$ cat src/verilog/srcp_pkg.sv
package srcp_pkg;
   // ----------------------------------------------------------------
   // clock and line timing
   // ----------------------------------------------------------------
   localparam int CLK_HZ = 10000000;
   localparam int OVS = 16;
   localparam int BAUD_38400 = 38400;
   localparam int BAUD_19200 = 19200;
   localparam int BAUD_9600 = 9600;
   localparam int BAUD_4800 = 4800;
   localparam int BAUD_2400 = 2400;
   localparam int BAUD_1200 = 1200;
   localparam int BAUD_600 = 600;
   localparam int BAUD_300 = 300;
   localparam int MAX_UNITS = 16;
   // ----------------------------------------------------------------
   // register offsets (byte addresses)
   // ----------------------------------------------------------------
   localparam logic [7:0] OFS_CTRL = 8'h00;
   localparam logic [7:0] OFS_STATUS = 8'h04;
   localparam logic [7:0] OFS_RXDATA = 8'h08;
   localparam logic [7:0] OFS_TXDATA = 8'h0c;
   localparam logic [7:0] OFS_PROMPT = 8'h10;
   // ----------------------------------------------------------------
   // control fields
   // ----------------------------------------------------------------
   localparam int CTL_BAUD = 0;
   localparam int CTL_WORD8 = 3;
   localparam int CTL_PAR = 4;
   localparam int CTL_NOPROMPT = 6;
   localparam int CTL_ECHO = 7;
   localparam int CTL_BINARY = 8;
   localparam int CTL_ADDR = 9;
   localparam logic [2:0] RST_BAUD = 3'h2;
   localparam logic RST_WORD8 = 1'b0;
   localparam logic [1:0] RST_PAR = 2'h1;
   localparam logic RST_ECHO = 1'b1;
   localparam logic [3:0] RST_ADDR = 4'h0;
   // ----------------------------------------------------------------
   // status fields
   // ----------------------------------------------------------------
   localparam int STS_RXV = 0;
   localparam int STS_CMD = 1;
   localparam int STS_TXRDY = 2;
   localparam int STS_SEL = 3;
   localparam int STS_ERR = 4;
   localparam int STS_OVL = 5;
   localparam int STS_UNL = 6;
   // ----------------------------------------------------------------
   // characters
   // ----------------------------------------------------------------
   localparam logic [7:0] CH_CR = 8'h0d;
   localparam logic [7:0] CH_LF = 8'h0a;
   localparam logic [7:0] CH_QUERY = 8'h3f;
   localparam logic [7:0] CH_STAR = 8'h2a;
   localparam logic [7:0] CH_SEMI = 8'h3b;
   localparam logic [7:0] CH_BSL = 8'h5c;
   localparam logic [7:0] CH_N = 8'h4e;
   localparam logic [7:0] CH_SP = 8'h20;
   localparam logic [7:0] CH_0 = 8'h30;
   localparam logic [7:0] CH_9 = 8'h39;
   // ----------------------------------------------------------------
   // types
   // ----------------------------------------------------------------
   typedef enum logic [1:0] {PAR_NONE, PAR_EVEN, PAR_ODD} srcp_par_t;
   typedef enum logic [2:0] {
      RX_IDLE, RX_START, RX_DATA, RX_PAR, RX_STOP
   } srcp_rxs_t;
   typedef enum logic [2:0] {
      PS_IDLE, PS_BSL, PS_N, PS_ADDR, PS_OTHER
   } srcp_ps_t;
   typedef enum logic [1:0] {PR_NONE, PR_CR, PR_LF, PR_CHAR} srcp_pr_t;

   function automatic int srcp_rate(input logic [2:0] sel);
      case (sel)
         3'h0: return BAUD_38400;
         3'h1: return BAUD_19200;
         3'h2: return BAUD_9600;
         3'h3: return BAUD_4800;
         3'h4: return BAUD_2400;
         3'h5: return BAUD_1200;
         3'h6: return BAUD_600;
         default: return BAUD_300;
      endcase
   endfunction
endpackage

$ cat src/verilog/srcp_port.sv
// Function
// - frame: start bit, seven or eight data bits, optional parity, one stop
// - eight selectable bit rates, fastest 38400 bits per second
// - exactly one stop bit sent and expected, never configurable
// - word length seven or eight; parity even, odd or none by software
// - eight-bit words outside binary mode: top bit sent as zero, ignored on receive
// - received parity is never checked; every character is accepted
// - reset configuration: even parity, seven data bits, one stop bit
// - binary dumps carry full bytes, only with eight-bit words
// - one command served at a time; reply on the port it came from
// - no compound commands; a semicolon marks the command as an error
// - auxiliary port chains units, up to sixteen on one host port
// - after reset the main port is active whatever the address
// - select-address command keeps the matching unit, deselects others
// - each byte received while selected is echoed back; host waits for the echo
// - commands end in CR or CR LF; replies end CR LF, or CR alone
// - prompt is a question mark on error, overload or unlock
// - prompt is an asterisk when nothing is wrong
`timescale 1ns/1ps
module srcp_port #(
   parameter int CLK_HZ = srcp_pkg::CLK_HZ
) (
   input wire logic clk,
   input wire logic sys_rst,
   input wire logic wb_cyc_i,
   input wire logic wb_stb_i,
   input wire logic wb_we_i,
   input wire logic [7:0] wb_adr_i,
   input wire logic [3:0] wb_sel_i,
   input wire logic [31:0] wb_dat_i,
   output logic [31:0] wb_dat_o,
   output logic wb_ack_o,
   input wire logic main_rxd,
   output logic main_txd,
   input wire logic aux_rxd,
   output logic aux_txd,
   input wire logic overload_in,
   input wire logic unlock_in,
   output logic unit_selected
);
   // ----------------------------------------------------------------
   // state
   // ----------------------------------------------------------------
   typedef struct packed {
      srcp_pkg::srcp_rxs_t st;
      logic [3:0] cnt;
      logic [3:0] bitn;
      logic [7:0] sh;
      logic done;
      logic [7:0] b;
   } srcp_rx_t;

   typedef struct packed {
      logic busy;
      logic [3:0] cnt;
      logic [3:0] left;
      logic [10:0] sh;
      logic line;
   } srcp_tx_t;

   typedef struct packed {
      logic [1:0] s1;
      logic [1:0] s2;
      logic [1:0] f1;
      logic [1:0] f2;
      logic [11:0] div;
      logic tick;
      srcp_rx_t [1:0] rx;
      srcp_tx_t [1:0] tx;
      logic [2:0] baud;
      logic word8;
      logic [1:0] par;
      logic noprompt;
      logic echo_en;
      logic binary;
      logic [3:0] addr;
      logic selected;
      logic rx_valid;
      logic [7:0] rx_byte;
      logic cmd_done;
      logic err;
      logic echo_v;
      logic [7:0] echo_b;
      logic resp_v;
      logic [7:0] resp_b;
      srcp_pkg::srcp_pr_t pstep;
      logic perr;
      logic fwd_v;
      logic [7:0] fwd_b;
      logic up_v;
      logic [7:0] up_b;
      srcp_pkg::srcp_ps_t pst;
      logic [4:0] naddr;
      logic ndig;
      logic ack;
      logic [31:0] dat;
   } srcp_state_t;

   srcp_state_t st;
   srcp_state_t next_st;

   // ----------------------------------------------------------------
   // helpers
   // ----------------------------------------------------------------
   // truncating divide: 38400 gives 1.7 % fast, within receiver margin
   function automatic logic [11:0] srcp_div(input logic [2:0] sel);
      return 12'(CLK_HZ / (srcp_pkg::OVS * srcp_pkg::srcp_rate(sel)) - 1);
   endfunction

   // data bits as they go on the line
   function automatic logic [7:0] srcp_data(input logic [7:0] b,
                                            input logic w8,
                                            input logic bin);
      return {w8 & bin & b[7], b[6:0]};
   endfunction

   function automatic logic [10:0] srcp_frame(input logic [7:0] d,
                                              input logic w8,
                                              input logic [1:0] par);
      logic p;
      p = (par == srcp_pkg::PAR_ODD) ? ~^d : ^d;
      if (w8 && par != srcp_pkg::PAR_NONE)
         return {1'b1, p, d, 1'b0};
      else if (w8)
         return {2'b11, d, 1'b0};
      else if (par != srcp_pkg::PAR_NONE)
         return {2'b11, p, d[6:0], 1'b0};
      else
         return {3'b111, d[6:0], 1'b0};
   endfunction

   function automatic logic [3:0] srcp_flen(input logic w8,
                                            input logic [1:0] par);
      return 4'd9 + {3'h0, w8} + {3'h0, par != srcp_pkg::PAR_NONE};
   endfunction

   // ----------------------------------------------------------------
   // next state
   // ----------------------------------------------------------------
   always_comb begin
      logic req;
      logic [7:0] b;
      logic load;
      logic [7:0] lb;
      logic [1:0] line;
      next_st = st;
      req = wb_cyc_i & wb_stb_i & ~st.ack;
      b = 8'h00;
      load = 1'b0;
      lb = 8'h00;
      line = st.s2;
      next_st.s1 = {aux_rxd, main_rxd};
      next_st.s2 = st.s1;
      next_st.f1 = {unlock_in, overload_in};
      next_st.f2 = st.f1;

      // 16x bit clock enable
      next_st.tick = 1'b0;
      if (st.div == 12'h000) begin
         next_st.div = srcp_div(st.baud);
         next_st.tick = 1'b1;
      end else begin
         next_st.div = st.div - 12'h001;
      end

      // receivers, main [0] and auxiliary [1]
      for (int i = 0; i < 2; i++) begin
         next_st.rx[i].done = 1'b0;
         if (st.tick) begin
            next_st.rx[i].cnt = st.rx[i].cnt + 4'h1;
            case (st.rx[i].st)
               srcp_pkg::RX_IDLE: begin
                  next_st.rx[i].cnt = 4'h0;
                  if (!line[i])
                     next_st.rx[i].st = srcp_pkg::RX_START;
               end
               srcp_pkg::RX_START: begin
                  if (st.rx[i].cnt == 4'h7) begin
                     next_st.rx[i].cnt = 4'h0;
                     next_st.rx[i].bitn = 4'h0;
                     // glitch filter: a short low pulse is no start bit
                     next_st.rx[i].st = line[i] ? srcp_pkg::RX_IDLE :
                                                  srcp_pkg::RX_DATA;
                  end
               end
               srcp_pkg::RX_DATA: begin
                  if (st.rx[i].cnt == 4'hf) begin
                     next_st.rx[i].sh = {line[i], st.rx[i].sh[7:1]};
                     next_st.rx[i].bitn = st.rx[i].bitn + 4'h1;
                     if (st.rx[i].bitn == {3'h3, st.word8})
                        next_st.rx[i].st =
                           (st.par == srcp_pkg::PAR_NONE) ?
                           srcp_pkg::RX_STOP : srcp_pkg::RX_PAR;
                  end
               end
               srcp_pkg::RX_PAR: begin
                  if (st.rx[i].cnt == 4'hf)
                     next_st.rx[i].st = srcp_pkg::RX_STOP;
               end
               srcp_pkg::RX_STOP: begin
                  // bad stop bit is not an error either; byte still taken
                  if (st.rx[i].cnt == 4'hf) begin
                     next_st.rx[i].st = srcp_pkg::RX_IDLE;
                     next_st.rx[i].done = 1'b1;
                     next_st.rx[i].b = st.word8 ?
                        srcp_data(st.rx[i].sh, 1'b1, st.binary) :
                        {1'b0, st.rx[i].sh[7:1]};
                  end
               end
               default: next_st.rx[i].st = srcp_pkg::RX_IDLE;
            endcase
         end
      end

      // register bus; clears come before the events below so sets win
      next_st.ack = req;
      next_st.dat = 32'h0000_0000;
      if (req && wb_we_i) begin
         case (wb_adr_i)
            srcp_pkg::OFS_CTRL: begin
               if (wb_sel_i[0]) begin
                  next_st.baud = wb_dat_i[srcp_pkg::CTL_BAUD +: 3];
                  next_st.word8 = wb_dat_i[srcp_pkg::CTL_WORD8];
                  next_st.par = wb_dat_i[srcp_pkg::CTL_PAR +: 2];
                  next_st.noprompt = wb_dat_i[srcp_pkg::CTL_NOPROMPT];
                  next_st.echo_en = wb_dat_i[srcp_pkg::CTL_ECHO];
               end
               if (wb_sel_i[1]) begin
                  next_st.binary = wb_dat_i[srcp_pkg::CTL_BINARY];
                  next_st.addr = wb_dat_i[srcp_pkg::CTL_ADDR +: 4];
               end
            end
            srcp_pkg::OFS_TXDATA: begin
               if (wb_sel_i[0] && !st.resp_v && st.selected) begin
                  next_st.resp_v = 1'b1;
                  next_st.resp_b = wb_dat_i[7:0];
               end
            end
            srcp_pkg::OFS_PROMPT: begin
               if (wb_sel_i[0] && st.pstep == srcp_pkg::PR_NONE &&
                   st.selected) begin
                  next_st.pstep = srcp_pkg::PR_CR;
                  next_st.perr = wb_dat_i[0] | st.err |
                                 st.f2[0] | st.f2[1];
                  next_st.err = 1'b0;
                  next_st.cmd_done = 1'b0;
               end
            end
            default: ;
         endcase
      end else if (req) begin
         case (wb_adr_i)
            srcp_pkg::OFS_CTRL: begin
               next_st.dat[srcp_pkg::CTL_BAUD +: 3] = st.baud;
               next_st.dat[srcp_pkg::CTL_WORD8] = st.word8;
               next_st.dat[srcp_pkg::CTL_PAR +: 2] = st.par;
               next_st.dat[srcp_pkg::CTL_NOPROMPT] = st.noprompt;
               next_st.dat[srcp_pkg::CTL_ECHO] = st.echo_en;
               next_st.dat[srcp_pkg::CTL_BINARY] = st.binary;
               next_st.dat[srcp_pkg::CTL_ADDR +: 4] = st.addr;
            end
            srcp_pkg::OFS_STATUS: begin
               next_st.dat[srcp_pkg::STS_RXV] = st.rx_valid;
               next_st.dat[srcp_pkg::STS_CMD] = st.cmd_done;
               next_st.dat[srcp_pkg::STS_TXRDY] = ~st.resp_v &
                  (st.pstep == srcp_pkg::PR_NONE);
               next_st.dat[srcp_pkg::STS_SEL] = st.selected;
               next_st.dat[srcp_pkg::STS_ERR] = st.err;
               next_st.dat[srcp_pkg::STS_OVL] = st.f2[0];
               next_st.dat[srcp_pkg::STS_UNL] = st.f2[1];
            end
            srcp_pkg::OFS_RXDATA: begin
               next_st.dat[7:0] = st.rx_byte;
               next_st.rx_valid = 1'b0;
            end
            default: ;
         endcase
      end

      // main port byte in
      if (st.rx[0].done) begin
         b = st.rx[0].b;
         // everything goes downstream; only selected units act on it
         if (!st.fwd_v) begin
            next_st.fwd_v = 1'b1;
            next_st.fwd_b = b;
         end
         if (st.selected) begin
            next_st.rx_valid = 1'b1;
            next_st.rx_byte = b;
            if (st.echo_en) begin
               next_st.echo_v = 1'b1;
               next_st.echo_b = b;
            end
            if (b == srcp_pkg::CH_CR)
               next_st.cmd_done = 1'b1;
            if (b == srcp_pkg::CH_SEMI)
               next_st.err = 1'b1;
         end
         // select-address parser runs whether selected or not
         case (st.pst)
            srcp_pkg::PS_IDLE:
               if (b == srcp_pkg::CH_BSL)
                  next_st.pst = srcp_pkg::PS_BSL;
               else if (b != srcp_pkg::CH_LF && b != srcp_pkg::CH_CR)
                  next_st.pst = srcp_pkg::PS_OTHER;
            srcp_pkg::PS_BSL:
               next_st.pst = (b == srcp_pkg::CH_N) ? srcp_pkg::PS_N :
                                                     srcp_pkg::PS_OTHER;
            srcp_pkg::PS_N: begin
               next_st.naddr = 5'h00;
               next_st.ndig = 1'b0;
               next_st.pst = (b == srcp_pkg::CH_SP) ? srcp_pkg::PS_ADDR :
                                                      srcp_pkg::PS_OTHER;
            end
            srcp_pkg::PS_ADDR:
               if (b >= srcp_pkg::CH_0 && b <= srcp_pkg::CH_9) begin
                  next_st.ndig = 1'b1;
                  // values of 20 and up saturate; none from 16 up ever match
                  next_st.naddr = (st.naddr > 5'h01) ? 5'h1f :
                     5'(st.naddr * 4'd10 + b[3:0]);
               end else if (b != srcp_pkg::CH_CR) begin
                  next_st.pst = srcp_pkg::PS_OTHER;
               end
            default: ;
         endcase
         if (b == srcp_pkg::CH_CR) begin
            next_st.pst = srcp_pkg::PS_IDLE;
            if (st.pst == srcp_pkg::PS_ADDR && st.ndig &&
                st.naddr < 5'(srcp_pkg::MAX_UNITS))
               next_st.selected = (st.naddr == {1'b0, st.addr});
         end
      end

      // auxiliary port byte in: replies from downstream units
      if (st.rx[1].done && !st.selected && !st.up_v) begin
         next_st.up_v = 1'b1;
         next_st.up_b = st.rx[1].b;
      end

      // main transmitter source: echo, reply, terminator/prompt, upstream
      if (!st.tx[0].busy) begin
         if (st.echo_v) begin
            load = 1'b1;
            lb = st.echo_b;
            // a byte landing now keeps its own echo pending
            next_st.echo_v = st.rx[0].done & st.selected & st.echo_en;
         end else if (st.resp_v) begin
            load = 1'b1;
            lb = st.resp_b;
            next_st.resp_v = 1'b0;
         end else if (st.pstep != srcp_pkg::PR_NONE) begin
            load = 1'b1;
            case (st.pstep)
               srcp_pkg::PR_CR: begin
                  lb = srcp_pkg::CH_CR;
                  next_st.pstep = st.noprompt ? srcp_pkg::PR_CHAR :
                                                srcp_pkg::PR_LF;
               end
               srcp_pkg::PR_LF: begin
                  lb = srcp_pkg::CH_LF;
                  next_st.pstep = srcp_pkg::PR_CHAR;
               end
               default: begin
                  lb = st.perr ? srcp_pkg::CH_QUERY :
                                 srcp_pkg::CH_STAR;
                  next_st.pstep = srcp_pkg::PR_NONE;
               end
            endcase
         end else if (st.up_v) begin
            load = 1'b1;
            lb = st.up_b;
            next_st.up_v = 1'b0;
         end
      end

      // transmitters
      for (int i = 0; i < 2; i++) begin
         next_st.tx[i].line = st.tx[i].busy ? st.tx[i].sh[0] : 1'b1;
         if (st.tx[i].busy && st.tick) begin
            next_st.tx[i].cnt = st.tx[i].cnt + 4'h1;
            if (st.tx[i].cnt == 4'hf) begin
               next_st.tx[i].sh = {1'b1, st.tx[i].sh[10:1]};
               next_st.tx[i].left = st.tx[i].left - 4'h1;
               if (st.tx[i].left == 4'h1)
                  next_st.tx[i].busy = 1'b0;
            end
         end
      end
      if (!st.tx[1].busy && st.fwd_v) begin
         next_st.fwd_v = 1'b0;
         next_st.tx[1].busy = 1'b1;
         next_st.tx[1].cnt = 4'h0;
         next_st.tx[1].left = srcp_flen(st.word8, st.par);
         next_st.tx[1].sh = srcp_frame(
            srcp_data(st.fwd_b, st.word8, st.binary), st.word8, st.par);
      end
      if (load) begin
         next_st.tx[0].busy = 1'b1;
         next_st.tx[0].cnt = 4'h0;
         next_st.tx[0].left = srcp_flen(st.word8, st.par);
         next_st.tx[0].sh = srcp_frame(
            srcp_data(lb, st.word8, st.binary), st.word8, st.par);
      end
   end

   // ----------------------------------------------------------------
   // registers
   // ----------------------------------------------------------------
   always_ff @(posedge clk or posedge sys_rst) begin
      if (sys_rst) begin
         st <= '0;
         st.s1 <= 2'h3;
         st.s2 <= 2'h3;
         st.tx[0].line <= 1'b1;
         st.tx[1].line <= 1'b1;
         st.baud <= srcp_pkg::RST_BAUD;
         st.word8 <= srcp_pkg::RST_WORD8;
         st.par <= srcp_pkg::RST_PAR;
         st.echo_en <= srcp_pkg::RST_ECHO;
         st.addr <= srcp_pkg::RST_ADDR;
         st.selected <= 1'b1;
      end else begin
         st <= next_st;
      end
   end

   assign wb_dat_o = st.dat;
   assign wb_ack_o = st.ack;
   assign main_txd = st.tx[0].line;
   assign aux_txd = st.tx[1].line;
   assign unit_selected = st.selected;
endmodule // srcp_port

$ cat config.mk
export PLATFORM = sky130hd
export DESIGN_NAME = srcp_port
export DESIGN_NICKNAME = d
export VERILOG_FILES = /design/src/verilog/srcp_pkg.sv /design/src/verilog/srcp_port.sv
export SDC_FILE = /design/constraint.sdc
export NUM_CORES = 1
export LEC_CHECK = 0
export BUFFER_PORTS_ARGS = -buffer_cell sky130_fd_sc_hd__buf_2
export CAP_MARGIN = 30
export CORE_AREA = 5 5 214 216
export DETAILED_ROUTE_END_ITERATION = 6
export DIE_AREA = 0 0 219 221
export GPL_TIMING_DRIVEN = 0
export PLACE_DENSITY_LB_ADDON = 0.2
export SLEW_MARGIN = 20
export SYNTH_ARGS = -nofsm -noshare
export SYNTH_HDL_FRONTEND = slang
export SYNTH_SLANG_ARGS = --single-unit
export TNS_END_PERCENT = 10
$ cat constraint.sdc
create_clock -name clk -period 51.7 [get_ports clk]
set_clock_uncertainty 0.05 [all_clocks]
set_input_delay 0 -clock clk [delete_from_list [all_inputs] [get_ports clk]]
set_output_delay 0 -clock clk [all_outputs]
set_load 0.1 [all_outputs]
==> results of run 1 <==
-- critical path, delay by kind of cell (launching register included) --
| family | cells | cell delay (ns) |
|---|---|---|
| adder cells (fa/ha/maj) | 21 | 6.40 |
| AND/OR/NAND/NOR | 72 | 13.19 |
| buffers and inverters | 34 | 7.10 |
| multiplexers | 7 | 2.34 |
| flip-flops | 1 | 0.60 |
| XOR/XNOR | 1 | 0.11 |
| AO/OA/AOI/OAI | 97 | 19.35 |
-- synth_stat cells, types with 62 or more instances --
cell	instances	area share, %
nand2_1	306	4.4
ha_1	223	11
nor3_1	71	1.4
mux2_2	110	4.8
nor2_1	306	4.4
clkbuf_1	88	1.3
o21ai_0	221	4.3
a21o_1	95	2.8
xnor2_1	140	4.7
nand3_1	84	1.6
dfrtp_1	196	19
inv_1	98	1.4
mux2i_1	62	2.4
a21oi_1	293	5.7
-- logic make-up (layout without fill, tap and decap cells) --
logic type,count (synthesis),in the layout,synth area share (%)
buffers and inverters,258,425,4.38
AND/OR/NAND/NOR,1159,1159,22.4
multiplexers,177,177,7.45
flip-flops,206,206,19.9
XOR/XNOR,202,202,6.85
AO/OA/AOI/OAI,1087,1088,28.0
adder cells (fa/ha/maj),225,225,10.9
other,1,27,0.0145
-- worst paths after layout --
kind | start | end | slack (ns)
max | st[104] | st[207] | 2.32
min | wb_adr_i[0] | st[60] | 0.01
max reg2reg | st[104] | st[207] | 2.32
min reg2reg | next_st[218] | st[218] | 0.30
max in group asynchronous | sys_rst | st[207] | 50.49
min in group asynchronous | sys_rst | st[43] | 0.10
-- sequential cells by signal, summed over array words and instances, names as in the netlist --
| register | flops |
|---|---|
| next_st | 4 |
| wb_dat_o | 13 |
| main_txd | 1 |
| unit_selected | 1 |
| aux_txd | 1 |
| st | 185 |
| wb_ack_o | 1 |
-- metrics by stage --
stage | area (um2) | setup slack [ns] | utilization [%] | TNS, ns
final | 29100 | 2.32 | 66.6 | 0
after global routing | 29100 | -0.127 | 66.6 | -0.431
after CTS | 28500 | 0.00124 | 65.2 | 0
after detailed placement | 27300 | -6.27 | 62.4 | -42.89
after floorplan | 26000 | 5.14 | - | 0
after global placement | 27000 | -8.77 | 61.7 | -60.45
-- power by group through the flow --
stage	clock network [uW]	registers, uW	logic (uW)
6_report	148	168	356
3_3_place_gp	0	171	321
4_1_cts	150	168	341
3_5_place_dp	0	171	329
5_1_grt	157	169	385
2_1_floorplan	0	171	259
-- routing by layer --
layer,routed length [um],part of all wire [%],GRT usage (%)
met4,5470,6.1,17.9
met1,35800,40,44.0
met3,6180,6.9,3.27
met5,0,0,0
met2,42500,47,59.6
-- area by class of cell --
type | count | area share (%)
clock buffer | 29 | 2.05
sequential | 206 | 17.8
tap | 592 | 2.54
inverter | 104 | 1.41
clock inverter | 7 | 0.262
antenna | 2 | 0.0172
timing repair buffer | 133 | 3.80
buffer | 152 | 2.84
multi-input combinational | 2876 | 69.3
-- what timing repair did --
item                                   CTS  global route
setup buffers                           10            35
endpoints found under the hold margin  127             0
pin swaps                                7            18
hold buffers                            29             0
setup endpoints to repair                7             7
gates cloned                             0             1
resized for setup                       59           106
==> results.py, run 1 <==
metrics = {
    "synth": {
        "async_flop_share_pct": 100,
        "syn-instance-count": 3315,
        "avgSynthCellArea_um2": 7.82,
        "synthesis.area_um2": 25900,
        "synth_edf_count": 0,
        "synth-seq-cells": 206,
        "ys_seq_area_share_pct": 19.9,
        "synth_flop_cell": "dfrtp_1",
        "yosysUniqueCellTypes": 126,
        "yosysWarnings": 0,
    },
    "worst_hold_path": {
        "hp-class": "input port to register",
        "hold_depth": 5,
    },
    "sta": {
        "slew_headroom_pct": 27.6,
        "slew_viol_final": 0,
        "worst_pin_slew_ns": 1.08,
        "finalCritPeriodShare_pct": 95.5,
        "setup_violations": 0,
        "final.min_clock_period_ns": 49.38,
        "fmaxAchievable_ghz": 0.0203,
        "hold_viol": 0,
        "holdWs_ns": 0.0139,
    },
    "worst_setup_path": {
        "crit_type": "register to register",
        "cp_max_fo": 25,
        "cp.required_ns": 52.00,
        "cp-end-kind": "register",
        "cp_common_cell": "ha_1",
        "cpPeakStageDelay_ns": 0.60,
        "reg2reg_depth": 232,
        "start_kind": "register",
        "crit_arrival_ns": 49.68,
        "slowest_stage": "dfstp_2",
    },
    "place": {
        "dp_cells": 3988,
        "gp_congestion": 0.978,
        "place_hpwl_mm": 68.4,
        "portBuffers": 48,
    },
    "final_layout": {
        "nets": 3771,
        "nFillCells": 3772,
        "drive_above_1_share_pct": 14.4,
        "layout_commonest_cell": "nor2_1",
        "multiInputGateArea_um2": 20200,
        "register_area_um2": 5170,
        "syn2layout_area_growth_pct": 12.3,
        "final_cells": 4101,
        "layout_common_cells": "303 x nor2_1, 300 x nand2_1, 285 x a21oi_1",
    },
    "clock_network": {
        "cts_tree": "yes",
        "clock_latency_ns": 0.50,
        "cts_root_buffer": "clkbuf_16",
        "clk_pin_slew_worst_paths_ns": 0.07,
        "clock_path_buffers": 3,
        "cts_num_sinks": 206,
        "numCtsBuffers": 20,
        "h-tree-depth": 1,
    },
    "pwr": {
        "p_total_uw": 672,
        "swShare_pct": 42.0,
        "power_leakage_uw": 0.0132,
        "p_comb_share_pct": 52.9,
        "power_frac_clock_pct": 22.0,
        "p_int_uw": 390,
        "power_density_nw_per_um2": 23.1,
        "p_sw_uw": 282,
        "irDropWorstVdd_mv": 0.0370,
        "pwr-share-seq_pct": 25.0,
    },
    "drt": {
        "num_vias": 27161,
        "drc": 0,
        "avgViaCountPerCell": 6.62,
        "drt_iter0_markers": 2451,
        "wl_mm": 89.9,
        "wl_per_cell_um": 21.9,
        "ant_nets": 0,
        "first_pass_iters": 7,
    },
    "floorplanning": {
        "ioPinCount": 89,
        "die_w_um": 219,
        "die_h_um": 221,
        "coreArea_um2": 43700,
        "start_util_pct": 59.3,
        "die_area_um2": 48400,
        "placementRows": 77,
    },
    "global_route": {
        "grt_start_max_net_pins": 113,
        "grt_pass1_wl_mm": 139,
        "antenna_found_initial": 2,
        "gr-total-overflow": 0,
        "grtUsageTotal_pct": 34.9,
        "grt_pass1_vias": 26145,
    },
    "run": {
        "max_cap_violations": 0,
    },
    "status": {
        "status": "finished clean",
    },
}
Note: power is estimated with default switching activity, not from simulation.
==> run 2, diff against run 1 <==
--- a/config.mk
+++ b/config.mk
@@ -11,7 +11,9 @@
 export DETAILED_ROUTE_END_ITERATION = 6
 export DIE_AREA = 0 0 219 221
 export GPL_TIMING_DRIVEN = 0
+export MAX_ROUTING_LAYER = met4
 export PLACE_DENSITY_LB_ADDON = 0.2
+export SETUP_SLACK_MARGIN = 0.1
 export SLEW_MARGIN = 20
 export SYNTH_ARGS = -nofsm -noshare
 export SYNTH_HDL_FRONTEND = slang
==> run 2 against run 1 <==
Effect of this change: via count is 0.10% lower; first-iteration DRC count is 3.9% higher; core utilization is 0.15 points higher; wire length is 0.85% higher.
==> results.py, run 2 (synthesis results as in run 1) <==
metrics = {
    "clock_network": {
        "clock_path_buffers": 3,
        "numCtsBuffers": 20,
        "clk_pin_slew_worst_paths_ns": 0.07,
        "cts_tree": "yes",
        "clock_latency_ns": 0.52,
        "cts_num_sinks": 206,
        "cts_root_buffer": "clkbuf_16",
        "h-tree-depth": 1,
    },
    "global_route": {
        "grt_pass1_wl_mm": 141,
        "gr-total-overflow": 0,
        "use_met1_pct": 45.0,
        "top_usage_layer": "met2",
        "grt_start_max_net_pins": 106,
        "grt_pass1_vias": 26035,
        "grtUsageMet3_pct": 3.64,
        "met2_usage_pct": 60.3,
        "grtUsageTotal_pct": 36.4,
        "antenna_found_initial": 3,
    },
    "sta": {
        "worst_pin_slew_ns": 1.11,
        "fmaxAchievable_ghz": 0.0203,
        "setup_tns_ns": 0,
        "finalCritPeriodShare_pct": 95.1,
        "setup_violations": 0,
        "fin_ws_ns": 2.54,
        "slew_headroom_pct": 26.0,
        "slew_viol_final": 0,
        "hold_viol": 0,
        "final.min_clock_period_ns": 49.16,
    },
    "worst_setup_path": {
        "slowest_stage": "dfstp_2",
        "crit_path_end": "st[207]",
        "crit_arrival_ns": 49.48,
        "crit_path_start": "st[104]",
        "cpPeakStageDelay_ns": 0.62,
        "start_kind": "register",
        "r2r-start": "st[104]",
        "cp_common_cell": "ha_1",
        "cp.required_ns": 52.02,
        "cp_max_fo": 25,
        "r2r-end": "st[207]",
        "reg2reg_depth": 237,
        "cp-end-kind": "register",
        "crit_type": "register to register",
        "r2r_setup_slack_ns": 2.54,
    },
    "pwr": {
        "power_leakage_uw": 0.0132,
        "p_comb_share_pct": 52.4,
        "pwr-share-seq_pct": 24.5,
        "p_total_uw": 685,
        "power_density_nw_per_um2": 23.5,
        "p_int_uw": 398,
        "swShare_pct": 41.8,
        "p_sw_uw": 286,
        "irDropWorstVdd_mv": 0.0422,
        "power_frac_clock_pct": 23.0,
    },
    "drt": {
        "wl_mm": 90.7,
        "drc": 0,
        "wl_per_cell_um": 22.1,
        "avgViaCountPerCell": 6.60,
        "first_pass_iters": 7,
        "drt_iter0_markers": 2546,
        "ant_nets": 0,
        "num_vias": 27133,
    },
    "floorplanning": {
        "placementRows": 77,
        "die_h_um": 221,
        "ioPinCount": 89,
        "die_area_um2": 48400,
        "die_w_um": 219,
        "coreArea_um2": 43700,
        "start_util_pct": 59.3,
    },
    "final_layout": {
        "regMostFlops": "st",
        "largest_reg_flops": 185,
        "fin_util_pct": 66.7,
        "drive_above_1_share_pct": 14.6,
        "nFillCells": 3726,
        "nets": 3779,
        "layout_common_cells": "303 x nor2_1, 299 x nand2_1, 282 x a21oi_1",
        "syn2layout_area_growth_pct": 12.6,
        "layout_commonest_cell": "nor2_1",
    },
    "run": {
        "max_cap_violations": 0,
    },
    "place": {
        "portBuffers": 48,
        "place_hpwl_mm": 69.1,
        "dp_slack_ns": -6.54,
        "gp_congestion": 1.05,
    },
    "status": {
        "status": "finished clean",
    },
    "worst_hold_path": {
        "hp-start": "wb_adr_i[2]",
        "hp-class": "input port to register",
    },
}
-- run 2: what timing repair did --
item / 4_1_cts / 5_1_grt
hold endpoints to repair: 135 / 0
setup endpoints to repair: 7 / 7
gates resized for setup: 62 / 105
hold buffers: 34 / 0
pin swaps: 8 / 24
setup buffers: 10 / 35
cloned: 0 / 1
-- run 2: how the worst min path moves through the flow --
stage | to | slack (ns) | cells past startpoint
floorplan | next_st[221] | -0.05 | 0
global placement | next_st[222] | 0.06 | 1
detailed placement | next_st[217] | 0.06 | 1
CTS | wb_dat_o[7] | 0.04 | 3
global route | next_st[218] | 0.10 | 2
finish | st[62] | 0.08 | 5
-- run 2: stage by stage --
step                      std cells  area (um2)  hold slack [ns]
after global routing           4110       29200            0.100
after global placement         3979       27000           0.0564
after CTS                      4070       28600           0.0358
after detailed placement       3990       27300           0.0598
after floorplan                3339       26000          -0.0455
final                          4110       29200           0.0779
-- run 2: final cells by class --
type	instances	area, um2	area share, %
antenna	3	7.51	0.0257
buffer	154	840	2.88
clock buffer	25	559	1.92
clock inverter	11	156	0.536
inverter	104	413	1.41
multi-input combinational	2876	20200	69.1
sequential	206	5170	17.7
tap	592	741	2.54
timing repair buffer	139	1130	3.87
-- run 2: power by group through the flow --
| stage | logic, uW | registers [uW] | clock network (uW) |
|---|---|---|---|
| 2_1_floorplan | 259 | 171 | 0 |
| 3_3_place_gp | 323 | 171 | 0 |
| 3_5_place_dp | 329 | 171 | 0 |
| 4_1_cts | 342 | 168 | 159 |
| 5_1_grt | 389 | 169 | 166 |
| 6_report | 359 | 168 | 158 |
-- run 2: worst max-delay path, delay by kind of cell, from the launching register on --
kind	cells	cell delay (ns)
mux	8	2.55
xor+xnor	2	0.30
compound gates	101	19.24
buf+inv	36	7.33
fa+ha+maj	21	6.68
simple gates	69	12.08
flops	1	0.62
-- run 2: layer usage --
metal	vias up	part of all wire, %
li1	12680	-
met1	12932	41
met2	1225	47
met3	296	6.9
met4	0	5.6
met5	-	0
